--- src/rtl/lst_host_regs.svh ---
`ifndef LST_HOST_REGS_SVH
`define LST_HOST_REGS_SVH

// Register offsets, byte addresses on the APB side
`define LST_OFS_CTRL        12'h000
`define LST_OFS_COUNT       12'h004
`define LST_OFS_TXDATA      12'h008
`define LST_OFS_STATUS      12'h00C
`define LST_OFS_RXDATA      12'h010

// CTRL fields
`define LST_CTRL_MODE_LSB   0
`define LST_CTRL_MODE_MSB   1
`define LST_CTRL_SCRDIS     2
`define LST_CTRL_LOOPBACK   3
`define LST_CTRL_BRST       4
`define LST_CTRL_LCFG_LSB   8
`define LST_CTRL_LCFG_MSB   15

// STATUS fields
`define LST_STAT_BUSY       0
`define LST_STAT_CFG_VALID  1
`define LST_STAT_CONFLICT   2
`define LST_STAT_SUB_ERR    3
`define LST_STAT_RX_TS2     4
`define LST_STAT_CFG_LSB    8
`define LST_STAT_CFG_MSB    15

// TXDATA and RXDATA fields
`define LST_DATA_K          8
`define LST_DATA_VALID      9

// Link configuration byte
`define LST_LCFG_RESET      0
`define LST_LCFG_LOOPBACK   2
`define LST_LCFG_SCRDIS     3
`define LST_LCFG_MASK       8'h0D

// Scrambler
`define LST_LFSR_SEED       16'hFFFF
`define LST_KEY_FIRST       8'hFF

// Special symbols, byte values with the K flag set
`define LST_SYM_SKP         8'h3C
`define LST_SYM_SDP         8'h5C
`define LST_SYM_EDB         8'h7C
`define LST_SYM_SUB         8'h9C
`define LST_SYM_COM         8'hBC
`define LST_SYM_RSVD        8'hDC
`define LST_SYM_SHP         8'hFB
`define LST_SYM_END         8'hFD
`define LST_SYM_SLC         8'hFE
`define LST_SYM_EPF         8'hF7

// Data symbols used in training sets
`define LST_D10_2           8'h4A
`define LST_D5_2            8'h45
`define LST_D0_0            8'h00
`define LST_D21_5           8'hB5

// Ordered set layout, symbol indices; default TSEQ set count
`define LST_TS_COMS         5'd4
`define LST_TS_RSV_IDX      5'd4
`define LST_TS_CFG_IDX      5'd5
`define LST_TS_ID_IDX       5'd6
`define LST_TS_LAST         5'd15
`define LST_TSEQ_HDR_LAST   5'd15
`define LST_TSEQ_LAST       5'd31
`define LST_TSEQ_SETS       65536

`endif

--- src/rtl/lst_pkg.sv ---
package lst_pkg;

	localparam int unsigned LST_SET_W = 17;

	typedef struct packed {
		logic       k;
		logic [7:0] data;
	} lst_sym_t;

	typedef struct packed {
		logic        psel;
		logic        penable;
		logic        pwrite;
		logic [11:0] paddr;
		logic [31:0] pwdata;
	} lst_apb_req_t;

	typedef enum logic [1:0] {TX_IDLE, TX_TSEQ, TX_TS1, TX_TS2} lst_tx_state_t;

	typedef struct packed {
		logic [15:0] lfsr;
	} lst_scr_st_t;

	typedef struct packed {
		lst_tx_state_t          tx_state;
		logic [4:0]             tx_idx;
		logic [LST_SET_W-1:0]   sets_left;
		logic [LST_SET_W-1:0]   count;
		logic                   scr_dis;
		logic                   loopback;
		logic                   brst;
		logic [7:0]             lcfg;
		logic                   pend_v;
		lst_sym_t               pend;
		lst_sym_t               tx_sym;
		logic [4:0]             rx_idx;
		logic [2:0]             rx_coms;
		logic                   rx_last_com;
		logic                   rx_in_ts;
		logic [7:0]             rx_cand;
		logic                   rx_id_ok;
		logic                   rx_cand_ts2;
		logic [7:0]             rx_cfg;
		logic                   rx_cfg_v;
		logic                   rx_ts2;
		logic                   rx_conflict;
		logic                   rx_sub_err;
		logic                   rx_inv;
		lst_sym_t               rx_data;
		logic                   rx_data_v;
		logic                   pready;
		logic                   pslverr;
		logic [31:0]            prdata;
	} lst_host_st_t;

endpackage : lst_pkg

--- src/rtl/lst_host.sv ---
// Implementation choices: register access over APB and the address map.
`timescale 1ns/1ps
`include "lst_host_regs.svh"
module lst_host #(
	parameter int unsigned TSEQ_SETS = `LST_TSEQ_SETS
) (
	input  wire logic                  clk_sys_in,
	input  wire logic                  rst_n_in,
	input  wire lst_pkg::lst_apb_req_t apb_req_in,
	output logic [31:0]                apb_prdata_out,
	output logic                       apb_pready_out,
	output logic                       apb_pslverr_out,
	output lst_pkg::lst_sym_t          tx_sym_out,
	input  wire lst_pkg::lst_sym_t     rx_sym_in,
	input  wire logic                  rx_valid_in
);
	import lst_pkg::*;

	lst_host_st_t st_ff;
	lst_host_st_t nxt_st;
	lst_sym_t     tx_raw;
	lst_sym_t     tx_scr;
	lst_sym_t     rx_dscr;
	logic         tx_scr_en;
	logic         rx_scr_en;
	logic [15:0]  tx_lfsr;
	logic [15:0]  rx_lfsr;
	logic         rx_com;
	logic         rx_skp;
	logic [4:0]   rx_cur;
	logic [4:0]   rx_last;
	logic         rx_commit;
	logic         peer_scr_off;

	function automatic logic [7:0] lst_tseq_byte(input logic [4:0] idx);
		logic [7:0] b;
		b = `LST_D10_2;
		case (idx)
			5'd1:    b = 8'hFF;
			5'd2:    b = 8'h17;
			5'd3:    b = 8'hC0;
			5'd4:    b = 8'h14;
			5'd5:    b = 8'hB2;
			5'd6:    b = 8'hE7;
			5'd7:    b = 8'h02;
			5'd8:    b = 8'h82;
			5'd9:    b = 8'h72;
			5'd10:   b = 8'h6E;
			5'd11:   b = 8'h28;
			5'd12:   b = 8'hA6;
			5'd13:   b = 8'hBE;
			5'd14:   b = 8'h6D;
			5'd15:   b = 8'hBF;
			default: b = `LST_D10_2;
		endcase
		return b;
	endfunction : lst_tseq_byte

	function automatic logic [7:0] lst_fix_cfg(input logic [7:0] c);
		logic [7:0] f;
		f = c & `LST_LCFG_MASK;
		if (f[`LST_LCFG_RESET] && f[`LST_LCFG_LOOPBACK]) begin
			f[`LST_LCFG_LOOPBACK] = 1'b0;
		end
		return f;
	endfunction : lst_fix_cfg

	// Symbol chosen for this slot, before the scrambler
	always_comb begin
		tx_raw = '{k: 1'b0, data: `LST_D0_0};
		unique case (st_ff.tx_state)
			TX_IDLE: begin
				if (st_ff.pend_v) begin
					tx_raw = st_ff.pend;
				end
			end
			TX_TSEQ: begin
				if (st_ff.tx_idx == 5'd0) begin
					tx_raw = '{k: 1'b1, data: `LST_SYM_COM};
				end else begin
					tx_raw.data = lst_tseq_byte(st_ff.tx_idx);
				end
			end
			TX_TS1, TX_TS2: begin
				if (st_ff.tx_idx < `LST_TS_COMS) begin
					tx_raw = '{k: 1'b1, data: `LST_SYM_COM};
				end else if (st_ff.tx_idx == `LST_TS_RSV_IDX) begin
					tx_raw.data = `LST_D0_0;
				end else if (st_ff.tx_idx == `LST_TS_CFG_IDX) begin
					tx_raw.data = st_ff.lcfg;
				end else begin
					tx_raw.data = (st_ff.tx_state == TX_TS2) ? `LST_D5_2 : `LST_D10_2;
				end
			end
		endcase
	end

	// Training sets go out raw; only idle traffic is scrambled
	assign peer_scr_off = st_ff.rx_cfg_v && st_ff.rx_cfg[`LST_LCFG_SCRDIS];
	assign tx_scr_en = !st_ff.scr_dis && !peer_scr_off && (st_ff.tx_state == TX_IDLE);
	assign rx_com    = rx_valid_in && rx_sym_in.k && (rx_sym_in.data == `LST_SYM_COM);
	assign rx_skp    = rx_sym_in.k && (rx_sym_in.data == `LST_SYM_SKP);
	assign rx_scr_en = !st_ff.scr_dis && !peer_scr_off && !st_ff.rx_in_ts;
	assign rx_cur    = st_ff.rx_idx + 5'd1;
	assign rx_last   = (st_ff.rx_coms >= 3'd4) ? `LST_TS_LAST : `LST_TSEQ_LAST;
	assign rx_commit = rx_valid_in && !rx_sym_in.k && st_ff.rx_in_ts
		&& (rx_cur == `LST_TS_LAST) && (st_ff.rx_coms >= 3'd4);

	// Scrambler sits ahead of the encoder, descrambler after the decoder
	lst_scrambler u_tx_scr (
		.clk_sys_in (clk_sys_in),
		.rst_n_in   (rst_n_in),
		.sym_in     (tx_raw),
		.adv_in     (1'b1),
		.scr_en_in  (tx_scr_en),
		.reinit_in  (st_ff.brst),
		.sym_out    (tx_scr),
		.lfsr_out   (tx_lfsr)
	);

	lst_scrambler u_rx_scr (
		.clk_sys_in (clk_sys_in),
		.rst_n_in   (rst_n_in),
		.sym_in     (rx_sym_in),
		.adv_in     (rx_valid_in),
		.scr_en_in  (rx_scr_en),
		.reinit_in  (st_ff.brst),
		.sym_out    (rx_dscr),
		.lfsr_out   (rx_lfsr)
	);

	always_comb begin
		nxt_st = st_ff;
		nxt_st.brst = 1'b0;
		// K flag rides with the byte so the encoder treats K and D alike
		nxt_st.tx_sym = tx_scr;

		// Transmit sequencer; no SKP is ever inserted while training
		if (st_ff.tx_state == TX_IDLE) begin
			nxt_st.pend_v = 1'b0;
		end else if (st_ff.tx_idx == ((st_ff.tx_state == TX_TSEQ) ? `LST_TSEQ_LAST
				: `LST_TS_LAST)) begin
			nxt_st.tx_idx = 5'd0;
			if (st_ff.sets_left <= LST_SET_W'(1)) begin
				nxt_st.tx_state = TX_IDLE;
			end else begin
				nxt_st.sets_left = LST_SET_W'(st_ff.sets_left - LST_SET_W'(1));
			end
		end else begin
			nxt_st.tx_idx = st_ff.tx_idx + 5'd1;
		end

		// APB slave, answer one cycle into the access phase
		nxt_st.pready  = 1'b0;
		nxt_st.pslverr = 1'b0;
		nxt_st.prdata  = 32'h0000_0000;
		if (apb_req_in.psel && apb_req_in.penable && !st_ff.pready) begin
			nxt_st.pready = 1'b1;
			unique case (apb_req_in.paddr)
				`LST_OFS_CTRL: begin
					nxt_st.prdata = {16'h0000, st_ff.lcfg, 3'b000, 1'b0, st_ff.loopback,
						st_ff.scr_dis, st_ff.tx_state};
					if (apb_req_in.pwrite) begin
						nxt_st.tx_state = lst_tx_state_t'(
							apb_req_in.pwdata[`LST_CTRL_MODE_MSB:`LST_CTRL_MODE_LSB]);
						nxt_st.tx_idx    = 5'd0;
						nxt_st.sets_left = st_ff.count;
						nxt_st.scr_dis   = apb_req_in.pwdata[`LST_CTRL_SCRDIS];
						nxt_st.loopback  = apb_req_in.pwdata[`LST_CTRL_LOOPBACK];
						// Reseed only counts while looped back
						nxt_st.brst = apb_req_in.pwdata[`LST_CTRL_BRST]
							&& apb_req_in.pwdata[`LST_CTRL_LOOPBACK];
						// Software alone decides the reset bit
						nxt_st.lcfg = lst_fix_cfg(
							apb_req_in.pwdata[`LST_CTRL_LCFG_MSB:`LST_CTRL_LCFG_LSB]);
					end
				end
				`LST_OFS_COUNT: begin
					nxt_st.prdata = {15'h0000, st_ff.count};
					if (apb_req_in.pwrite) begin
						nxt_st.count = apb_req_in.pwdata[LST_SET_W-1:0];
					end
				end
				`LST_OFS_TXDATA: begin
					nxt_st.prdata = {22'h000000, st_ff.pend_v, st_ff.pend};
					// One slot; a write stalls until the sequencer drains it
					if (apb_req_in.pwrite && st_ff.pend_v) begin
						nxt_st.pready = 1'b0;
					end else if (apb_req_in.pwrite) begin
						nxt_st.pend   = '{k: apb_req_in.pwdata[`LST_DATA_K],
							data: apb_req_in.pwdata[7:0]};
						nxt_st.pend_v = 1'b1;
					end
				end
				`LST_OFS_STATUS: begin
					nxt_st.prdata = {16'h0000, st_ff.rx_cfg, 2'b00, st_ff.rx_inv, st_ff.rx_ts2,
						st_ff.rx_sub_err, st_ff.rx_conflict, st_ff.rx_cfg_v,
						st_ff.tx_state != TX_IDLE};
					if (!apb_req_in.pwrite) begin
						nxt_st.rx_conflict = 1'b0;
						nxt_st.rx_sub_err  = 1'b0;
					end
				end
				`LST_OFS_RXDATA: begin
					nxt_st.prdata = {22'h000000, st_ff.rx_data_v, st_ff.rx_data};
					if (!apb_req_in.pwrite) begin
						nxt_st.rx_data_v = 1'b0;
					end
				end
				default: begin
					nxt_st.pslverr = 1'b1;
				end
			endcase
		end

		// Receive side; sets come after the clears so an event is never lost
		if (rx_com) begin
			nxt_st.rx_in_ts    = 1'b1;
			nxt_st.rx_last_com = 1'b1;
			nxt_st.rx_coms     = st_ff.rx_last_com
				? ((st_ff.rx_coms >= 3'd4) ? 3'd4 : st_ff.rx_coms + 3'd1) : 3'd1;
			nxt_st.rx_idx      = st_ff.rx_last_com ? rx_cur : 5'd0;
		end else if (rx_valid_in && !rx_skp) begin
			nxt_st.rx_last_com = 1'b0;
			if (st_ff.rx_in_ts) begin
				nxt_st.rx_idx = rx_cur;
				if (rx_cur == rx_last) begin
					nxt_st.rx_in_ts = 1'b0;
				end
				if (rx_cur == `LST_TS_CFG_IDX) begin
					nxt_st.rx_cand = rx_sym_in.data;
				end
				// Swapped lane turns D10.2 into D21.5; this flag only shows in STATUS, nothing flips on it
				if (rx_sym_in.data == `LST_D21_5 && ((st_ff.rx_coms >= 3'd4)
						? (rx_cur >= `LST_TS_ID_IDX) : (rx_cur > `LST_TSEQ_HDR_LAST))) begin
					nxt_st.rx_inv = 1'b1;
				end
				if (rx_cur == `LST_TS_ID_IDX) begin
					nxt_st.rx_cand_ts2 = rx_sym_in.data == `LST_D5_2;
					nxt_st.rx_id_ok = (rx_sym_in.data == `LST_D5_2)
						|| (rx_sym_in.data == `LST_D10_2);
				end else if (rx_cur > `LST_TS_ID_IDX) begin
					nxt_st.rx_id_ok = st_ff.rx_id_ok && (rx_sym_in.data
						== (st_ff.rx_cand_ts2 ? `LST_D5_2 : `LST_D10_2));
				end
				if (rx_commit && nxt_st.rx_id_ok) begin
					if (st_ff.rx_cand[`LST_LCFG_RESET] && st_ff.rx_cand[`LST_LCFG_LOOPBACK]) begin
						nxt_st.rx_conflict = 1'b1;
					end else begin
						nxt_st.rx_cfg   = st_ff.rx_cand;
						nxt_st.rx_cfg_v = 1'b1;
						nxt_st.rx_ts2   = st_ff.rx_cand_ts2;
					end
				end
			end else begin
				nxt_st.rx_data   = rx_dscr;
				nxt_st.rx_data_v = 1'b1;
				if (rx_sym_in.k && rx_sym_in.data == `LST_SYM_SUB) begin
					// Flag only; never retrains the link
					nxt_st.rx_sub_err = 1'b1;
				end
			end
		end
	end

	always_ff @(posedge clk_sys_in or negedge rst_n_in) begin
		if (!rst_n_in) begin
			st_ff           <= '0;
			st_ff.tx_state  <= TX_IDLE;
			st_ff.count     <= LST_SET_W'(TSEQ_SETS);
			st_ff.tx_sym    <= '{k: 1'b0, data: `LST_D0_0};
		end else begin
			st_ff <= nxt_st;
		end
	end

	assign apb_prdata_out  = st_ff.prdata;
	assign apb_pready_out  = st_ff.pready;
	assign apb_pslverr_out = st_ff.pslverr;
	assign tx_sym_out      = st_ff.tx_sym;
endmodule : lst_host

--- src/rtl/lst_scrambler.sv ---
`timescale 1ns/1ps
`include "lst_host_regs.svh"
module lst_scrambler (
	input  wire logic              clk_sys_in,
	input  wire logic              rst_n_in,
	input  wire lst_pkg::lst_sym_t sym_in,
	input  wire logic              adv_in,
	input  wire logic              scr_en_in,
	input  wire logic              reinit_in,
	output lst_pkg::lst_sym_t      sym_out,
	output logic [15:0]            lfsr_out
);
	import lst_pkg::*;

	lst_scr_st_t st_ff;
	lst_scr_st_t nxt_st;
	logic [15:0] stage [0:8];
	logic [7:0]  key;
	logic        is_skp;
	logic        is_com;

	function automatic logic [15:0] lst_step(input logic [15:0] s);
		// Galois form of x^16 + x^5 + x^4 + x^3 + 1
		return {s[14:5], s[4] ^ s[15], s[3] ^ s[15], s[2] ^ s[15], s[1:0], s[15]};
	endfunction : lst_step

	assign stage[0] = st_ff.lfsr;

	genvar gi;
	generate
		for (gi = 0; gi < 8; gi++) begin : g_bit
			// Bit gi takes D15 first, then the register shifts
			assign key[gi]      = stage[gi][15];
			assign stage[gi+1]  = lst_step(stage[gi]);
		end
	endgenerate

	assign is_skp   = sym_in.k && (sym_in.data == `LST_SYM_SKP);
	assign is_com   = sym_in.k && (sym_in.data == `LST_SYM_COM);
	assign lfsr_out = st_ff.lfsr;

	always_comb begin
		nxt_st = st_ff;
		if (reinit_in || (adv_in && is_com)) begin
			nxt_st.lfsr = `LST_LFSR_SEED;
		end else if (adv_in && !is_skp) begin
			nxt_st.lfsr = stage[8];
		end
		sym_out = sym_in;
		if (scr_en_in && !sym_in.k) begin
			sym_out.data = sym_in.data ^ key;
		end
	end

	always_ff @(posedge clk_sys_in or negedge rst_n_in) begin
		if (!rst_n_in) begin
			st_ff.lfsr <= `LST_LFSR_SEED;
		end else begin
			st_ff <= nxt_st;
		end
	end
endmodule : lst_scrambler

--- config.mk ---
export PLATFORM = sky130hd
export DESIGN_NAME = lst_host
export DESIGN_NICKNAME = d
export VERILOG_FILES = /design/src/rtl/lst_pkg.sv /design/src/rtl/lst_host.sv /design/src/rtl/lst_scrambler.sv
export VERILOG_INCLUDE_DIRS = /design/src /design/src/rtl
export SDC_FILE = /design/constraint.sdc
export NUM_CORES = 1
export LEC_CHECK = 0
export BUFFER_PORTS_ARGS = -buffer_cell sky130_fd_sc_hd__buf_2
export CAP_MARGIN = 40
export CORE_ASPECT_RATIO = 0.9
export CORE_MARGIN = 8
export CORE_UTILIZATION = 40
export CTS_CLUSTER_DIAMETER = 60
export DETAILED_ROUTE_END_ITERATION = 7
export PLACE_DENSITY = 0.55
export SLEW_MARGIN = 5
export SYNTH_ARGS = -nofsm -noshare
export SYNTH_HDL_FRONTEND = slang
export SYNTH_SLANG_ARGS = --single-unit
--- constraint.sdc ---
create_clock -name clk_sys_in -period 3.1 [get_ports clk_sys_in]
set_clock_uncertainty 0.05 [all_clocks]
set_input_delay 0.62 -clock clk_sys_in [delete_from_list [all_inputs] [get_ports clk_sys_in]]
set_output_delay 0.62 -clock clk_sys_in [all_outputs]
set_load 0.005 [all_outputs]
==> impl_metrics.tcl <==
set metrics [dict create \
    remaining_drc_errors 0 \
    dp_hpwl_um 15700 \
    cts_sinks 160 \
    area_delta_synth_final_pct 13.9 \
    ctsHoldBuffers 0 \
    core.rowCount 51 \
    grt_setup_unrepaired "false" \
    slowest_stage "or4b_1" \
    htree_levels 4 \
    wl_per_cell_um 17.4 \
    slowest_delay_ns 0.50 \
    synth_cell_types 76 \
    period_needed_ns 2.80 \
    nets 1009 \
    cp_max_fo 9 \
    maxSlewHeadroom 0.496 \
    place_area_mm2 0.00931 \
    portBuffers 71 \
    dieArea_mm2 0.0269 \
    syn_area_mm2 0.00877 \
    multi_input_area_mm2 0.00417 \
    critPathKind "reg -> reg" \
    met3WireLength_um 1110 \
    timing.rr.start "st_ff[73]$_DFFE_PN0P_" \
    clock_latency_ns 0.43 \
    seq_area_mm2 0.00405 \
    drt_wl_total_um 21600 \
    drive_gt1_frac 0.219 \
    arrival_ns 3.07 \
    layout_commonest_cell "dfrtp_1" \
    die_x_um 172 \
    cp-start-kind "register" \
    cts_made_buffers 17 \
    fin_area_mm2 0.00998 \
    core-area_mm2 0.0216 \
    setup_tns_ns 0 \
    synth_edf_count 0 \
    hp-class "in -> async" \
    fin_ws_ns 0.295 \
    cts.clk_slew.worst_paths_ns 0.07 \
    worst-path-buf-inv 0 \
    cap_violations 0 \
    synth.area.mux_share 0.0942 \
    viasPerCell 5.19 \
    slew_violations 0 \
    grt_max_degree 68 \
    highest_layer "met4" \
    drt-met1-wl_um 10400 \
    synth_compound_area_frac 0.103 \
    grt_pass1_wl_um 35200 \
    max_freq_mhz 357 \
    rrSetupSlack_ns 0.30 \
    crit_path_end_kind "register" \
    dp_slack_ns 0.193 \
    critical_path_required_ns 3.37 \
    cp_top_family "simple AND/OR/NAND/NOR gates" \
    grt_pass1_vias 6468 \
    ir_drop_v 0.000355 \
    hold_viol_final 0 \
    p_per_area_mw_per_mm2 700 \
    drt_iter0_drc 406 \
    finalCoreUtilization 0.463 \
    grt_usage 0.168 \
    status "finished, final reports clean" \
    postCtsSetupRepairBufs 0 \
    finalSetupViolCount 0 \
    worst_pin_slew_ns 0.751 \
    vias 6437 \
    drt_first_pass_iters 6 \
    die_h_um 156 \
    cp_cell_sequence "ha_1 -> nand2b_1 -> or4b_1 -> a211oi_1 -> o21bai_1 -> nand3_1 -> mux2_2" \
    start_util 0.406 \
    gp_congestion 0.848 \
    grt_antenna_before_repair 0 \
    synthSimpleGateAreaFrac 0.171 \
    synth_top_flop_cell "dfrtp_1" \
    clock_path_buffers 2 \
    overflow 0 \
    synth-seq-cells 160 \
    r2r_end "st_ff[52]$_DFFE_PN0P_" \
    wl_met2_um 9900 \
    ctsRootBufferMaster "clkbuf_16" \
    synth.avg_cell_area_um2 9.87 \
    synth_fa_ha_area_frac 0.0200 \
    power.leakage_uw 0.00455 \
    ff2ff_path_depth 7 \
    num_antenna_cells 0 \
    ios 102 \
    seq_area_frac_synth 0.461 \
    synth-async-reset-ratio 1.00 \
    fin_crit_sh 0.905 \
    yosysWarnings 0 \
    synth_top_family_by_area "simple AND/OR/NAND/NOR gates" \
    synth_xor_area_frac 0.0809 \
    synthCells 888 \
    final_cell_mix "dfrtp_1, nor2_1, nand2_1" \
    cts_tree "done" \
    drt.antenna.violating_nets 0 \
    fill_cells 2078 \
    cts_resized 0 \
]
[worst reg2reg max path: stages (launching register included)]
cell	delay, ns
dfrtp_1	0.47
ha_1	0.40
nand2b_1	0.12
or4b_1	0.50
a211oi_1	0.23
o21bai_1	0.17
nand3_1	0.35
mux2_2	0.39
[synthesized netlist by cell type (5+ instances only)]
cell | n | area (um^2)
mux2_2 | 26 | 293
nand2_1 | 88 | 330
inv_1 | 16 | 60.1
nand2b_1 | 8 | 50.1
nor3_1 | 24 | 120
a31oi_1 | 10 | 62.6
mux2_1 | 18 | 203
xor2_1 | 28 | 245
nor2_1 | 97 | 364
dfstp_2 | 33 | 867
or3_1 | 5 | 31.3
o21ai_0 | 13 | 65.1
o21ai_1 | 13 | 65.1
a21oi_1 | 48 | 240
nor4_1 | 5 | 31.3
nor4bb_1 | 5 | 50.1
nor2b_1 | 7 | 43.8
o211ai_1 | 8 | 60.1
a221oi_1 | 6 | 52.6
ha_1 | 14 | 175
nand4_1 | 6 | 37.5
mux2i_1 | 33 | 330
buf_2 | 8 | 40.0
buf_4 | 43 | 323
clkbuf_1 | 37 | 139
dfrtp_1 | 127 | 3180
xnor2_1 | 53 | 464
a22oi_1 | 5 | 37.5
and3_1 | 6 | 37.5
a211oi_1 | 6 | 45.0
nand3_1 | 21 | 105
[power by group]
group,total (uW),leakage (uW),internal (uW),switching (uW)
registers,2940,0.00194,2580,354
clock network,2390,0.000318,1500,884
logic,1660,0.00229,854,804
[state kept, by name (all words and copies together) (netlist names)]
name	count
tx_sym_out	9
apb_pslverr_out	1
apb_pready_out	1
u_tx_scr.lfsr_out	16
apb_prdata_out	17
u_rx_scr.lfsr_out	16
st_ff	100
[worst max-delay path by stage]
stage                     cells past startpoint                     end  slack (ns)                  start
after floorplan                               6  st_ff[115]$_DFFE_PN0P_        0.33         apb_req_in[41]
after global placement                        6   st_ff[94]$_DFFE_PN0P_        0.22         apb_req_in[41]
after detailed placement                      6   st_ff[93]$_DFFE_PN0P_        0.19         apb_req_in[41]
after CTS                                     7   st_ff[52]$_DFFE_PN0P_        0.29  st_ff[73]$_DFFE_PN0P_
after global routing                          7   st_ff[54]$_DFFE_PN0P_        0.09  st_ff[73]$_DFFE_PN0P_
final                                         7   st_ff[52]$_DFFE_PN0P_        0.30  st_ff[73]$_DFFE_PN0P_
[through the flow]
step	total power (uW)	instances	hold WS, ns
global placement	4620	1207	0.412
finish	6980	1240	0.149
CTS	7060	1240	0.171
detailed placement	4650	1208	0.417
global route	7400	1240	0.188
floorplan	4310	902	0.274
[kinds of logic after synthesis]
| group | after synthesis |
|---|---|
| AND/OR/NAND/NOR | 306 |
| flip-flops | 160 |
| AO/OA/AOI/OAI | 141 |
| buffers and inverters | 108 |
| XOR/XNOR | 81 |
| multiplexers | 77 |
| adder cells (fa/ha/maj) | 14 |
| other | 1 |
[final cells by class]
| type | count | share of cell area |
|---|---|---|
| flip-flops and latches | 160 | 0.405 |
| clock buffers | 21 | 0.0471 |
| inverters | 16 | 0.00602 |
| multi-input cells | 634 | 0.418 |
| well taps | 291 | 0.0365 |
| repair buffers | 107 | 0.0671 |
| clock inverters | 11 | 0.0202 |
[routing by layer]
| layer | track usage | vias to the layer above |
|---|---|---|
| li1 | - | 3120 |
| met3 | 0.0403 | 15 |
| met4 | 0.0414 | 0 |
| met5 | 0 | - |
| met2 | 0.260 | 144 |
| met1 | 0.232 | 3158 |
No activity file was read; power rests on OpenSTA's default activity.
